==> src/common/simu_pkg.sv <==
// Purpose: Constants for the smart-card serial channel
// Assumes: 100 MHz system clock
// Notes:   Shared by the design and its bench
package simu_pkg;
  localparam int          SIMU_DATA_W    = 8;
  localparam int          SIMU_DIV_W     = 8;
  localparam int          SIMU_OVS       = 16;
  localparam logic [3:0]  SIMU_OVS_LAST  = 4'hf;
  localparam logic [3:0]  SIMU_OVS_MID   = 4'h7;
  localparam logic [3:0]  SIMU_BIT_LAST  = 4'h8;
  localparam logic [3:0]  SIMU_BIT_EIGHT = 4'h7;
  localparam logic [7:0]  SIMU_DIV_RST   = 8'h00;
  typedef enum logic [1:0] {
    SIMU_IDLE  = 2'b00,
    SIMU_START = 2'b01,
    SIMU_DATA  = 2'b10,
    SIMU_STOP  = 2'b11
  } simu_st_e;
endpackage

==> src/hdl/simu_core.sv <==
// Purpose: Smart-card mode of an asynchronous serial channel
// Assumes: Internal baud clock only; divisor n gives bit time 16*(n+1) cycles
// Notes:   Control bits are plain ports; two-entry buffer on receive data path
`timescale 1ns/1ps
`default_nettype none

// Notes on behaviour
// RULE1 - Direct or inverse convention by three settings
// RULE2 - Low on output after receive parity error
// RULE3 - Software uses internal clock, divisor any
// RULE4 - Handshake disabled by software, ignored here
// RULE5 - Transmit starts when enabled and buffer full
// RULE6 - Receive starts when enabled and start seen
// RULE7 - Transmit request when shifting finished
// RULE8 - Receive request when character reaches buffer
// RULE9 - Overrun when eighth bit arrives unread; here only once the two-entry buffer is also full
// RULE10 - Overrun leaves buffer undefined, no request
// RULE11 - Framing error when stop bit missing
// RULE12 - Parity error on ones count mismatch
// RULE13 - Error sum set on any error
// RULE14 - Error signal only when enabled
// RULE15 - Error signal only for parity error
// RULE16 - Buffer read ends error signal, clears flag
// RULE17 - Software checks error signal via input pin
// RULE18 - Direct sends uninverted, even, D0 first
// RULE19 - Direct stores uninverted, D0 first, even
// RULE20 - Inverse sends inverted, odd, D7 first
// RULE21 - Inverse stores inverted, D7 first
// RULE22 - Inverse checks odd parity
// RULE23 - Error low during stop bit period
module simu_core
  import simu_pkg::*;
#(
  parameter int DATA_W = simu_pkg::SIMU_DATA_W
) (
  input  wire logic                         clk_sys,
  input  wire logic                         nrst,
  input  wire logic [simu_pkg::SIMU_DIV_W-1:0] baud_divisor,
  input  wire logic                         transmit_enable,
  input  wire logic                         receive_enable,
  input  wire logic                         parity_odd_even,
  input  wire logic                         bit_order_select,
  input  wire logic                         logic_invert,
  input  wire logic                         error_signal_enable,
  input  wire logic [DATA_W-1:0]            tx_buffer,
  input  wire logic                         tx_write,
  input  wire logic                         rx_read,
  input  wire logic                         serial_in_pin,
  output logic                              serial_out_pin,
  output logic                              serial_out_oe,
  output logic                              tx_buffer_empty,
  output logic                              tx_idle,
  output logic                              tx_irq,
  output logic                              rx_irq,
  output logic [DATA_W-1:0]                 rx_buffer,
  output logic                              rx_complete,
  output logic                              overrun_flag,
  output logic                              framing_error_flag,
  output logic                              parity_error_flag,
  output logic                              error_sum_flag
);
  import simu_pkg::*;

  // Oversampling tick from the divisor, sixteen per bit time
  logic [SIMU_DIV_W-1:0] div_r;
  logic                  tick;
  assign tick = (div_r == '0);
  always_ff @(posedge clk_sys) begin
    if (!nrst || tick) begin
      div_r <= baud_divisor;
    end else begin
      div_r <= div_r - 1'b1;
    end
  end

  // Receive pin synchroniser; stage one feeds only stage two
  logic rx_s1_r;
  logic rx_s2_r;
  always_ff @(posedge clk_sys) begin
    if (!nrst) begin
      rx_s1_r <= 1'b1;
      rx_s2_r <= 1'b1;
    end else begin
      rx_s1_r <= serial_in_pin;
      rx_s2_r <= rx_s1_r;
    end
  end

  function automatic logic [DATA_W-1:0] rev(input logic [DATA_W-1:0] d);
    for (int i = 0; i < DATA_W; i++) begin
      rev[i] = d[DATA_W-1-i];
    end
  endfunction

  // Transmit holding buffer and character forming
  logic [DATA_W-1:0] thr_r;
  logic [DATA_W-1:0] tx_char;
  logic              tx_par;
  logic              tx_load;
  assign tx_char = rev_sel(thr_r);
  function automatic logic [DATA_W-1:0] rev_sel(input logic [DATA_W-1:0] d);
    logic [DATA_W-1:0] v;
    v = logic_invert ? ~d : d; // RULE18 RULE20
    rev_sel = bit_order_select ? rev(v) : v; // RULE1
  endfunction
  // Even parity sets ones even; odd sets them odd
  assign tx_par = (^tx_char) ^ ~parity_odd_even; // RULE18 RULE20

  simu_st_e          tx_st_r;
  logic [3:0]        tx_ovs_r;
  logic [3:0]        tx_bit_r;
  logic [DATA_W:0]   tx_sh_r;
  logic              tx_line_r;
  logic              tx_done;
  assign tx_load = (tx_st_r == SIMU_IDLE) && tick && transmit_enable && !tx_buffer_empty; // RULE5
  assign tx_done = (tx_st_r == SIMU_STOP) && tick && (tx_ovs_r == SIMU_OVS_LAST);

  always_ff @(posedge clk_sys) begin
    if (!nrst) begin
      thr_r           <= '0;
      tx_buffer_empty <= 1'b1;
    end else if (tx_write) begin
      thr_r           <= tx_buffer;
      tx_buffer_empty <= 1'b0;
    end else if (tx_load) begin
      tx_buffer_empty <= 1'b1;
    end
  end

  always_ff @(posedge clk_sys) begin
    if (!nrst) begin
      tx_st_r   <= SIMU_IDLE;
      tx_ovs_r  <= '0;
      tx_bit_r  <= '0;
      tx_sh_r   <= '0;
      tx_line_r <= 1'b1;
    end else if (tx_load) begin
      tx_st_r   <= SIMU_START;
      tx_ovs_r  <= '0;
      tx_sh_r   <= {tx_par, tx_char};
      tx_line_r <= 1'b0;
    end else if (tick && tx_st_r != SIMU_IDLE) begin
      tx_ovs_r <= tx_ovs_r + 1'b1;
      if (tx_ovs_r == SIMU_OVS_LAST) begin
        unique case (tx_st_r)
          SIMU_START: begin
            tx_st_r   <= SIMU_DATA;
            tx_bit_r  <= '0;
            tx_line_r <= tx_sh_r[0];
            tx_sh_r   <= tx_sh_r >> 1;
          end
          SIMU_DATA: begin
            if (tx_bit_r == SIMU_BIT_LAST) begin
              tx_st_r   <= SIMU_STOP;
              tx_line_r <= 1'b1;
            end else begin
              tx_bit_r  <= tx_bit_r + 1'b1;
              tx_line_r <= tx_sh_r[0];
              tx_sh_r   <= tx_sh_r >> 1;
            end
          end
          SIMU_STOP: begin
            tx_st_r <= SIMU_IDLE;
          end
          SIMU_IDLE: begin
            tx_st_r <= SIMU_IDLE;
          end
        endcase
      end
    end
  end

  // Receiver
  simu_st_e        rx_st_r;
  logic [3:0]      rx_ovs_r;
  logic [3:0]      rx_bit_r;
  logic [DATA_W:0] rx_sh_r;
  logic            rx_mid;
  logic            rx_end;
  logic            rx_perr;
  logic [DATA_W-1:0] rx_data;
  assign rx_mid  = tick && (rx_ovs_r == SIMU_OVS_MID);
  assign rx_end  = (rx_st_r == SIMU_STOP) && rx_mid;
  // Count of ones over data and parity must be even (direct) or odd (inverse)
  assign rx_perr = (^rx_sh_r) == parity_odd_even; // RULE12 RULE19 RULE22
  assign rx_data = rev_sel(rx_sh_r[DATA_W-1:0]); // RULE19 RULE21

  always_ff @(posedge clk_sys) begin
    if (!nrst) begin
      rx_st_r  <= SIMU_IDLE;
      rx_ovs_r <= '0;
      rx_bit_r <= '0;
      rx_sh_r  <= '0;
    end else if (rx_st_r == SIMU_IDLE) begin
      rx_ovs_r <= '0;
      if (receive_enable && !rx_s2_r) begin
        rx_st_r <= SIMU_START; // RULE6
      end
    end else if (tick) begin
      rx_ovs_r <= (rx_ovs_r == SIMU_OVS_LAST) ? '0 : rx_ovs_r + 1'b1;
      if (rx_mid) begin
        unique case (rx_st_r)
          SIMU_START: begin
            rx_st_r  <= rx_s2_r ? SIMU_IDLE : SIMU_DATA;
            rx_bit_r <= '0;
          end
          SIMU_DATA: begin
            rx_sh_r  <= {rx_s2_r, rx_sh_r[DATA_W:1]};
            rx_bit_r <= rx_bit_r + 1'b1;
            if (rx_bit_r == SIMU_BIT_LAST) begin
              rx_st_r <= SIMU_STOP;
            end
          end
          SIMU_STOP: begin
            rx_st_r <= SIMU_IDLE;
          end
          SIMU_IDLE: begin
            rx_st_r <= SIMU_IDLE;
          end
        endcase
      end
    end
  end

  // Eighth data bit of next character while buffer unread
  logic rx_eighth;
  assign rx_eighth = (rx_st_r == SIMU_DATA) && rx_mid && (rx_bit_r == SIMU_BIT_EIGHT);

  // Two-entry buffer between receive shifter and rx_buffer; entry 0 is head
  logic [DATA_W+1:0] fb_r [2];
  logic [1:0]        fb_cnt_r;
  logic              fb_push;
  logic              fb_pop;
  logic              fb_ready;
  logic              ovr_pend_r;
  assign fb_ready = (fb_cnt_r != 2'h2);
  assign fb_push  = rx_end && fb_ready && !ovr_pend_r; // RULE10
  assign fb_pop   = (fb_cnt_r != 2'h0) && (!rx_complete || rx_read);
  always_ff @(posedge clk_sys) begin
    if (!nrst) begin
      fb_cnt_r <= '0;
      fb_r[0]  <= '0;
      fb_r[1]  <= '0;
    end else begin
      fb_cnt_r <= fb_cnt_r + {1'b0, fb_push} - {1'b0, fb_pop};
      if (fb_pop) begin
        fb_r[0] <= fb_r[1];
      end
      if (fb_push) begin
        fb_r[(fb_pop ? fb_cnt_r - 2'h1 : fb_cnt_r) == 2'h0 ? 0 : 1] <=
          {rx_perr, !rx_s2_r, rx_data};
      end
    end
  end

  // Overrun: buffer full while unread and next eighth bit lands
  always_ff @(posedge clk_sys) begin
    if (!nrst) begin
      ovr_pend_r <= 1'b0;
    end else if (rx_eighth && rx_complete && !rx_read && !fb_ready) begin
      ovr_pend_r <= 1'b1; // RULE9
    end else if (rx_end || rx_st_r == SIMU_IDLE) begin
      ovr_pend_r <= 1'b0;
    end
  end

  // Visible receive buffer and flags; a new event beats the read clear
  always_ff @(posedge clk_sys) begin
    if (!nrst) begin
      rx_buffer          <= '0;
      rx_complete        <= 1'b0;
      rx_irq             <= 1'b0;
      overrun_flag       <= 1'b0;
      framing_error_flag <= 1'b0;
      parity_error_flag  <= 1'b0;
      error_sum_flag     <= 1'b0;
    end else begin
      rx_irq <= fb_pop; // RULE8
      if (fb_pop) begin
        rx_buffer          <= fb_r[0][DATA_W-1:0];
        rx_complete        <= 1'b1;
        framing_error_flag <= fb_r[0][DATA_W]; // RULE11
        parity_error_flag  <= fb_r[0][DATA_W+1]; // RULE12
      end else if (rx_read) begin
        rx_complete        <= 1'b0;
        framing_error_flag <= 1'b0;
        parity_error_flag  <= 1'b0; // RULE16
      end
      if (rx_end && ovr_pend_r) begin
        overrun_flag <= 1'b1; // RULE9 RULE10
      end else if (rx_read) begin
        overrun_flag <= 1'b0;
      end
      if ((rx_end && ovr_pend_r) || (fb_pop && |fb_r[0][DATA_W+1:DATA_W])) begin
        error_sum_flag <= 1'b1; // RULE13
      end else if (rx_read) begin
        error_sum_flag <= 1'b0;
      end
    end
  end

  // Error low from parity error for the rest of the stop period or until buffer read;
  // its own tick counter, since the receiver's counter is parked while idle
  logic       err_sig_r;
  logic       err_start;
  logic [3:0] err_cnt_r;
  assign err_start = rx_end && rx_perr && error_signal_enable; // RULE2 RULE14 RULE15 RULE23
  always_ff @(posedge clk_sys) begin
    if (!nrst) begin
      err_sig_r <= 1'b0;
      err_cnt_r <= '0;
    end else if (err_start) begin
      err_sig_r <= 1'b1;
      err_cnt_r <= '0;
    end else if (rx_read || (tick && err_cnt_r == SIMU_OVS_MID)) begin
      err_sig_r <= 1'b0; // RULE16 RULE23
    end else if (tick && err_sig_r) begin
      err_cnt_r <= err_cnt_r + 1'b1;
    end
  end

  // Open-drain output: drive only when low; float otherwise so pull-up wins
  always_ff @(posedge clk_sys) begin
    if (!nrst) begin
      serial_out_pin <= 1'b1;
      serial_out_oe  <= 1'b0;
      tx_irq         <= 1'b0;
      tx_idle        <= 1'b1;
    end else begin
      serial_out_pin <= tx_line_r && !err_sig_r;
      serial_out_oe  <= !(tx_line_r && !err_sig_r); // RULE23
      tx_irq         <= tx_done; // RULE7
      tx_idle        <= (tx_st_r == SIMU_IDLE) && !tx_load;
    end
  end
endmodule // simu_core

`default_nettype wire

==> config.mk <==
export PLATFORM = sky130hd
export DESIGN_NAME = simu_core
export DESIGN_NICKNAME = d
export VERILOG_FILES = /design/src/common/simu_pkg.sv /design/src/hdl/simu_core.sv
export SDC_FILE = /design/constraint.sdc
export NUM_CORES = 1
export LEC_CHECK = 0
export ABC_AREA = 0
export BUFFER_PORTS_ARGS = -buffer_cell sky130_fd_sc_hd__buf_2
export CAP_MARGIN = 10
export CORE_ASPECT_RATIO = 0.75
export CORE_MARGIN = 2
export CORE_UTILIZATION = 45
export DETAILED_ROUTE_END_ITERATION = 12
export GPL_TIMING_DRIVEN = 0
export PLACE_DENSITY = 0.77
export SETUP_SLACK_MARGIN = 0.05
export SKIP_LAST_GASP = 1
export SYNTH_ARGS = -nofsm -noshare
export SYNTH_HDL_FRONTEND = slang
export SYNTH_SLANG_ARGS = --single-unit
export TNS_END_PERCENT = 50
==> constraint.sdc <==
create_clock -name clk_sys -period 2.7 [get_ports clk_sys]
set_clock_uncertainty 0.1 [all_clocks]
set_input_delay 0.135 -clock clk_sys [delete_from_list [all_inputs] [get_ports clk_sys]]
set_output_delay 0.135 -clock clk_sys [all_outputs]
set_load 0.02 [all_outputs]
# ---- Yosys cells after proc, flatten, opt, wreduce, memory -nomap -nowiden
# Memories as Yosys holds them, arrays and structs flattened.
# Cells that the tools add are included.
dict set report totals {
  n_memories 1
  input_bits 27
  wordCells 202
  output_inout_bits 19
  mem_bits_rw 20
  regBits 84
}
# memory words word_bits read_ports rd_clocked_by_memory_dff write_ports line
set mem_list {}
lappend mem_list {fb_r 2 10 2 0 2 simu_core.sv:230} ;# logic [DATA_W+1:0] fb_r [2];
dict set report classes {
  eq_ne 21
  reduce_logical 76
  addsub 9
  bitwise_logic 9
  muxes 56
}
# cell n
set ops {}
lappend ops {{8-bit two-way mux} 5}
lappend ops {{9-bit two-way mux} 4}
lappend ops {{1-bit two-way mux} 29}
lappend ops {{2-bit nonzero test} 14}
lappend ops {{1-bit logical AND} 25}
lappend ops {{4-bit by 1-bit adder with 4-bit output (second input constant)} 5}
lappend ops {{10-bit two-way mux} 2}
lappend ops {{9-bit one-hot mux with 2 select lines} 1}
lappend ops {{4-bit equality test (second input constant)} 4}
lappend ops {{2-bit two-way mux} 8}
lappend ops {{8-bit inverter} 2}
lappend ops {{4-bit one-hot mux with 2 select lines} 2}
lappend ops {{4-bit AND reduction} 4}
lappend ops {{4-bit by 3-bit equality test with 1-bit output (second input constant)} 3}
lappend ops {{2-bit one-hot mux with 3 select lines} 2}
lappend ops {{1-bit zero test} 10}
lappend ops {{10-bit OR reduction} 1}
lappend ops {{2-bit OR reduction} 5}
lappend ops {{3-bit AND reduction} 3}
lappend ops {{9-bit parity} 1}
lappend ops {{2-bit equality test (second input constant)} 4}
lappend ops {{8-bit zero test} 1}
lappend ops {{4-bit two-way mux} 2}
lappend ops {{2-bit inequality test (second input constant)} 4}
lappend ops {{18 further kinds} 30}

# ---- Logic depth before layout (Yosys ltp)
dict set report depth {
  depth_word 10
  depth_mapped 11
  ltp_nobuf 10
}

# ---- Worst setup path after synthesis
# Ideal clock, no wire load.
dict set report synth_path {
  path_type {register -> register}
  start {register div_r[0]}
  end {memory fb_r[0][0] (netlist bit) (enable)}
  path_stages_with_launch 10
  setup_ps 339
  synth_period_minus_slack_ps 2784
  path_buffers 3
  required_time_ps 2261
  arrival_ps 2345
  slack_ps -84
  cell_sequence {dfxtp_1 inv_1 ha_1 or3b_2 clkbuf_1 or2_1 clkbuf_1 nor4_1 buf_2 or3_1}
}
# element line
set synth_rtl {}
lappend synth_rtl {{start, declared} simu_core.sv:65} ;# logic [SIMU_DIV_W-1:0] div_r;
lappend synth_rtl {{start signal, assigned} simu_core.sv:70} ;# div_r <= baud_divisor;
lappend synth_rtl {{start signal, assigned} simu_core.sv:72} ;# div_r <= div_r - 1'b1;
lappend synth_rtl {{end, declared} simu_core.sv:230}

==> flow_summary.yaml <==
run_status:
  status: "finished clean"
cells_and_area:
  nNetsFinal: 660
  final_common_cell: "dfxtp_1"
  area_growth_pct: 18.71
  fin_cells: 758
  layout-drive-gt1-share_pct: 12.14
  antenna_cells: 0
  layout_common_cells: "84 x dfxtp_1, 82 x nand2_1, 48 x nor2_1"
yosys:
  ys.flop_type: "dfxtp_1"
  synth-edff-count: 20
  yosys_warnings: 0
  synth_cells: 543
  synth_top_area_share_pct: 33.48
  yosys.area.top_type: "dfxtp_1"
  syn_avg_cell_area_sq_um: 9.249
  ys_ff_latch: 104
  syn_area_sq_um: 5022
  ys_types: 51
  synthArstFlopShare_pct: 0
  ys_seq_area_share_pct: 45.44
  ys_top_cells_by_area: "dfxtp_1 33%, edfxtp_1 12%, mux2i_1 9.0%"
  syn_nets: 590
worst_setup_path:
  cp-end-kind: "flip-flop"
  critPathKind: "flip-flop to flip-flop"
  required_ns: 2.66
  cp.arrival_ns: 2.56
  path_max_fanout: 10
  cp-start-kind: "flip-flop"
global_routing:
  antenna_found_initial: 0
  grt_start_max_net_pins: 20
  grt_pass1_wl_microns: 17710
  grt_pass1_vias: 3774
  gr-total-overflow: 0
  grt_usage_pct: 18.51
clock_tree:
  clkLatencyLatePin_ns: 0.35
  cts_buffers: 9
  ctsHtreeMaxLevel: 3
  clockRootBuffer: "clkbuf_16"
  clockBufferDepth: 2
  cts_sinks: 104
  cts_tree: "built"
  cts.clk_slew.worst_paths_ns: 0.07
place:
  pre_cts_slack_ns: -0.3687
  hpwl_microns: 7672
  gp_congestion: 0.8091
  dp_cells: 725
  port_buffers: 42
power:
  ir_drop_v: 0.0003534
  cellLeakagePower_nw: 2.364
  p_per_area_nw_per_um2: 642.1
  fin_total_pwr_mw: 3.828
sta:
  slew_violations: 0
  fin_crit_ns: 2.601
  setup_ws_ns: 0.09940
  rsz0062_at_grt: "yes"
  max_slew_margin_pct: 47.59
  fmaxAchievable_ghz: 0.3845
  tightest_slew_ns: 0.7790
  setup_viol: 0
  finalHoldViolCount: 0
  post-route-period-util_pct: 96.32
floorplan:
  ioPinCount: 46
  die_h_microns: 95.49
  initial_core_util_pct: 46.07
  die_area_sq_um: 12030
  rows: 33
  dieWidth_microns: 126.0
  fp.coreArea_sq_um: 10900
route:
  wirelength_microns: 10670
  post_drt_wl_per_cell_microns: 14.08
  via_count: 3968
  drc: 0
  firstDrtPassIters: 5
  ant_nets: 0
  drt-vias-per-instance: 5.235
  dr.first_iter.drc_count: 318
worst_hold_path:
  hold_class: "input port to flip-flop"
job:
  maxCapViolCount: 0
[final cells by class]
class / instances / area [sq um]
clock inverters: 7 / 85.08
flip-flops and latches: 104 / 2282
clock buffers: 9 / 225.2
well taps: 140 / 175.2
multi-input cells: 392 / 2585
plain buffers: 26 / 117.6
repair buffers: 61 / 420.4
fillers: 933 / 4938
inverters: 19 / 71.32
[cell usage after synthesis (2+ instances only)]
cell / count
mux2i_1: 45
xor2_1: 19
o31ai_1: 2
dfxtp_1: 84
nand4_1: 5
nand2b_1: 9
or3_1: 2
edfxtp_1: 20
nand3_1: 10
ha_1: 20
o21a_1: 3
nor4_1: 4
nor2_1: 49
inv_1: 18
xnor2_1: 25
and2_1: 2
a21oi_1: 43
o21ai_0: 24
nor3_1: 6
a31oi_1: 5
nand3b_1: 8
nor2b_1: 2
clkbuf_1: 23
buf_6: 2
o22ai_1: 2
xnor3_1: 2
nand2_1: 83
a211oi_1: 2
or3b_1: 2
[logic make-up (layout without fill, tap and decap cells)]
logic type / Yosys count / count (layout) / synth area share [%]
xor gates and xnor gates: 46 / 46 / 8.570
muxes: 45 / 45 / 8.969
buffers and inverters: 47 / 122 / 3.861
AOI/OAI and AO/OA: 86 / 86 / 9.492
DFF: 104 / 104 / 45.44
and+or+nand+nor: 195 / 195 / 18.69
adders and majority gates: 20 / 20 / 4.983
[worst paths after layout]
kind / from / end / slack, ns / cells after the start
worst max-delay path: div_r[5] / fb_r[0][6] / 0.1 / 6
worst max register to register: div_r[5] / fb_r[0][6] / 0.1 / 6
worst min-delay path: receive_enable / rx_st_r[0] / 0.02 / 3
worst min register to register: rx_s1_r / rx_s2_r / 0.32 / 1
[power breakdown]
group          internal [mW]  leakage, nW  total (mW)  switching (mW)
clock                  0.739        0.146        1.36           0.617
sequential              1.73        0.896        1.81          0.0769
combinational          0.255         1.32       0.661           0.406
total                   2.73         2.36        3.83            1.10
[metal layers]
layer	global-route usage (%)	vias up	wire [microns]
met3	5.556	7	518
li1	-	1986	-
met2	31.36	82	5001
met1	23.91	1893	5069
met5	0	-	0
met4	3.297	0	82
[registers in the layout, indices dropped and copies added (netlist names), 2 cells and up]
register	cells
div_r	8
err_cnt_r	4
fb_cnt_r	2
fb_r	20
rx_bit_r	4
rx_buffer	8
rx_ovs_r	4
rx_sh_r	9
rx_st_r	2
thr_r	8
tx_bit_r	4
tx_ovs_r	4
tx_sh_r	9
tx_st_r	2
[worst max-delay path, stage by stage (launching register included)]
cell and delay (ns):
dfxtp_1 0.36, or4_4 0.55, buf_6 0.16, or2_1 0.39, nor4_4 0.34, buf_4 0.20
or3_4 0.21
[per-stage QoR]
stage	hold WS, ns	TNS (ns)	utilization (%)	cell area, sq um
after floorplan	0.1365	0	-	5027
after global placement	0.2267	-7.658	49.66	5413
after detailed placement	0.2264	-8.765	49.66	5413
after CTS	0.006032	0	54.57	5948
after global routing	0.01456	0	54.69	5962
final	0.01541	0	54.69	5962
[repair_timing]
item	in CTS	in global routing
resized for setup	6	2
endpoints found under the setup margin	58	26
setup buffers	2	0
hold buffers	17	0
hold endpoints to repair	17	0
Note: power is estimated with default switching activity, not from simulation.
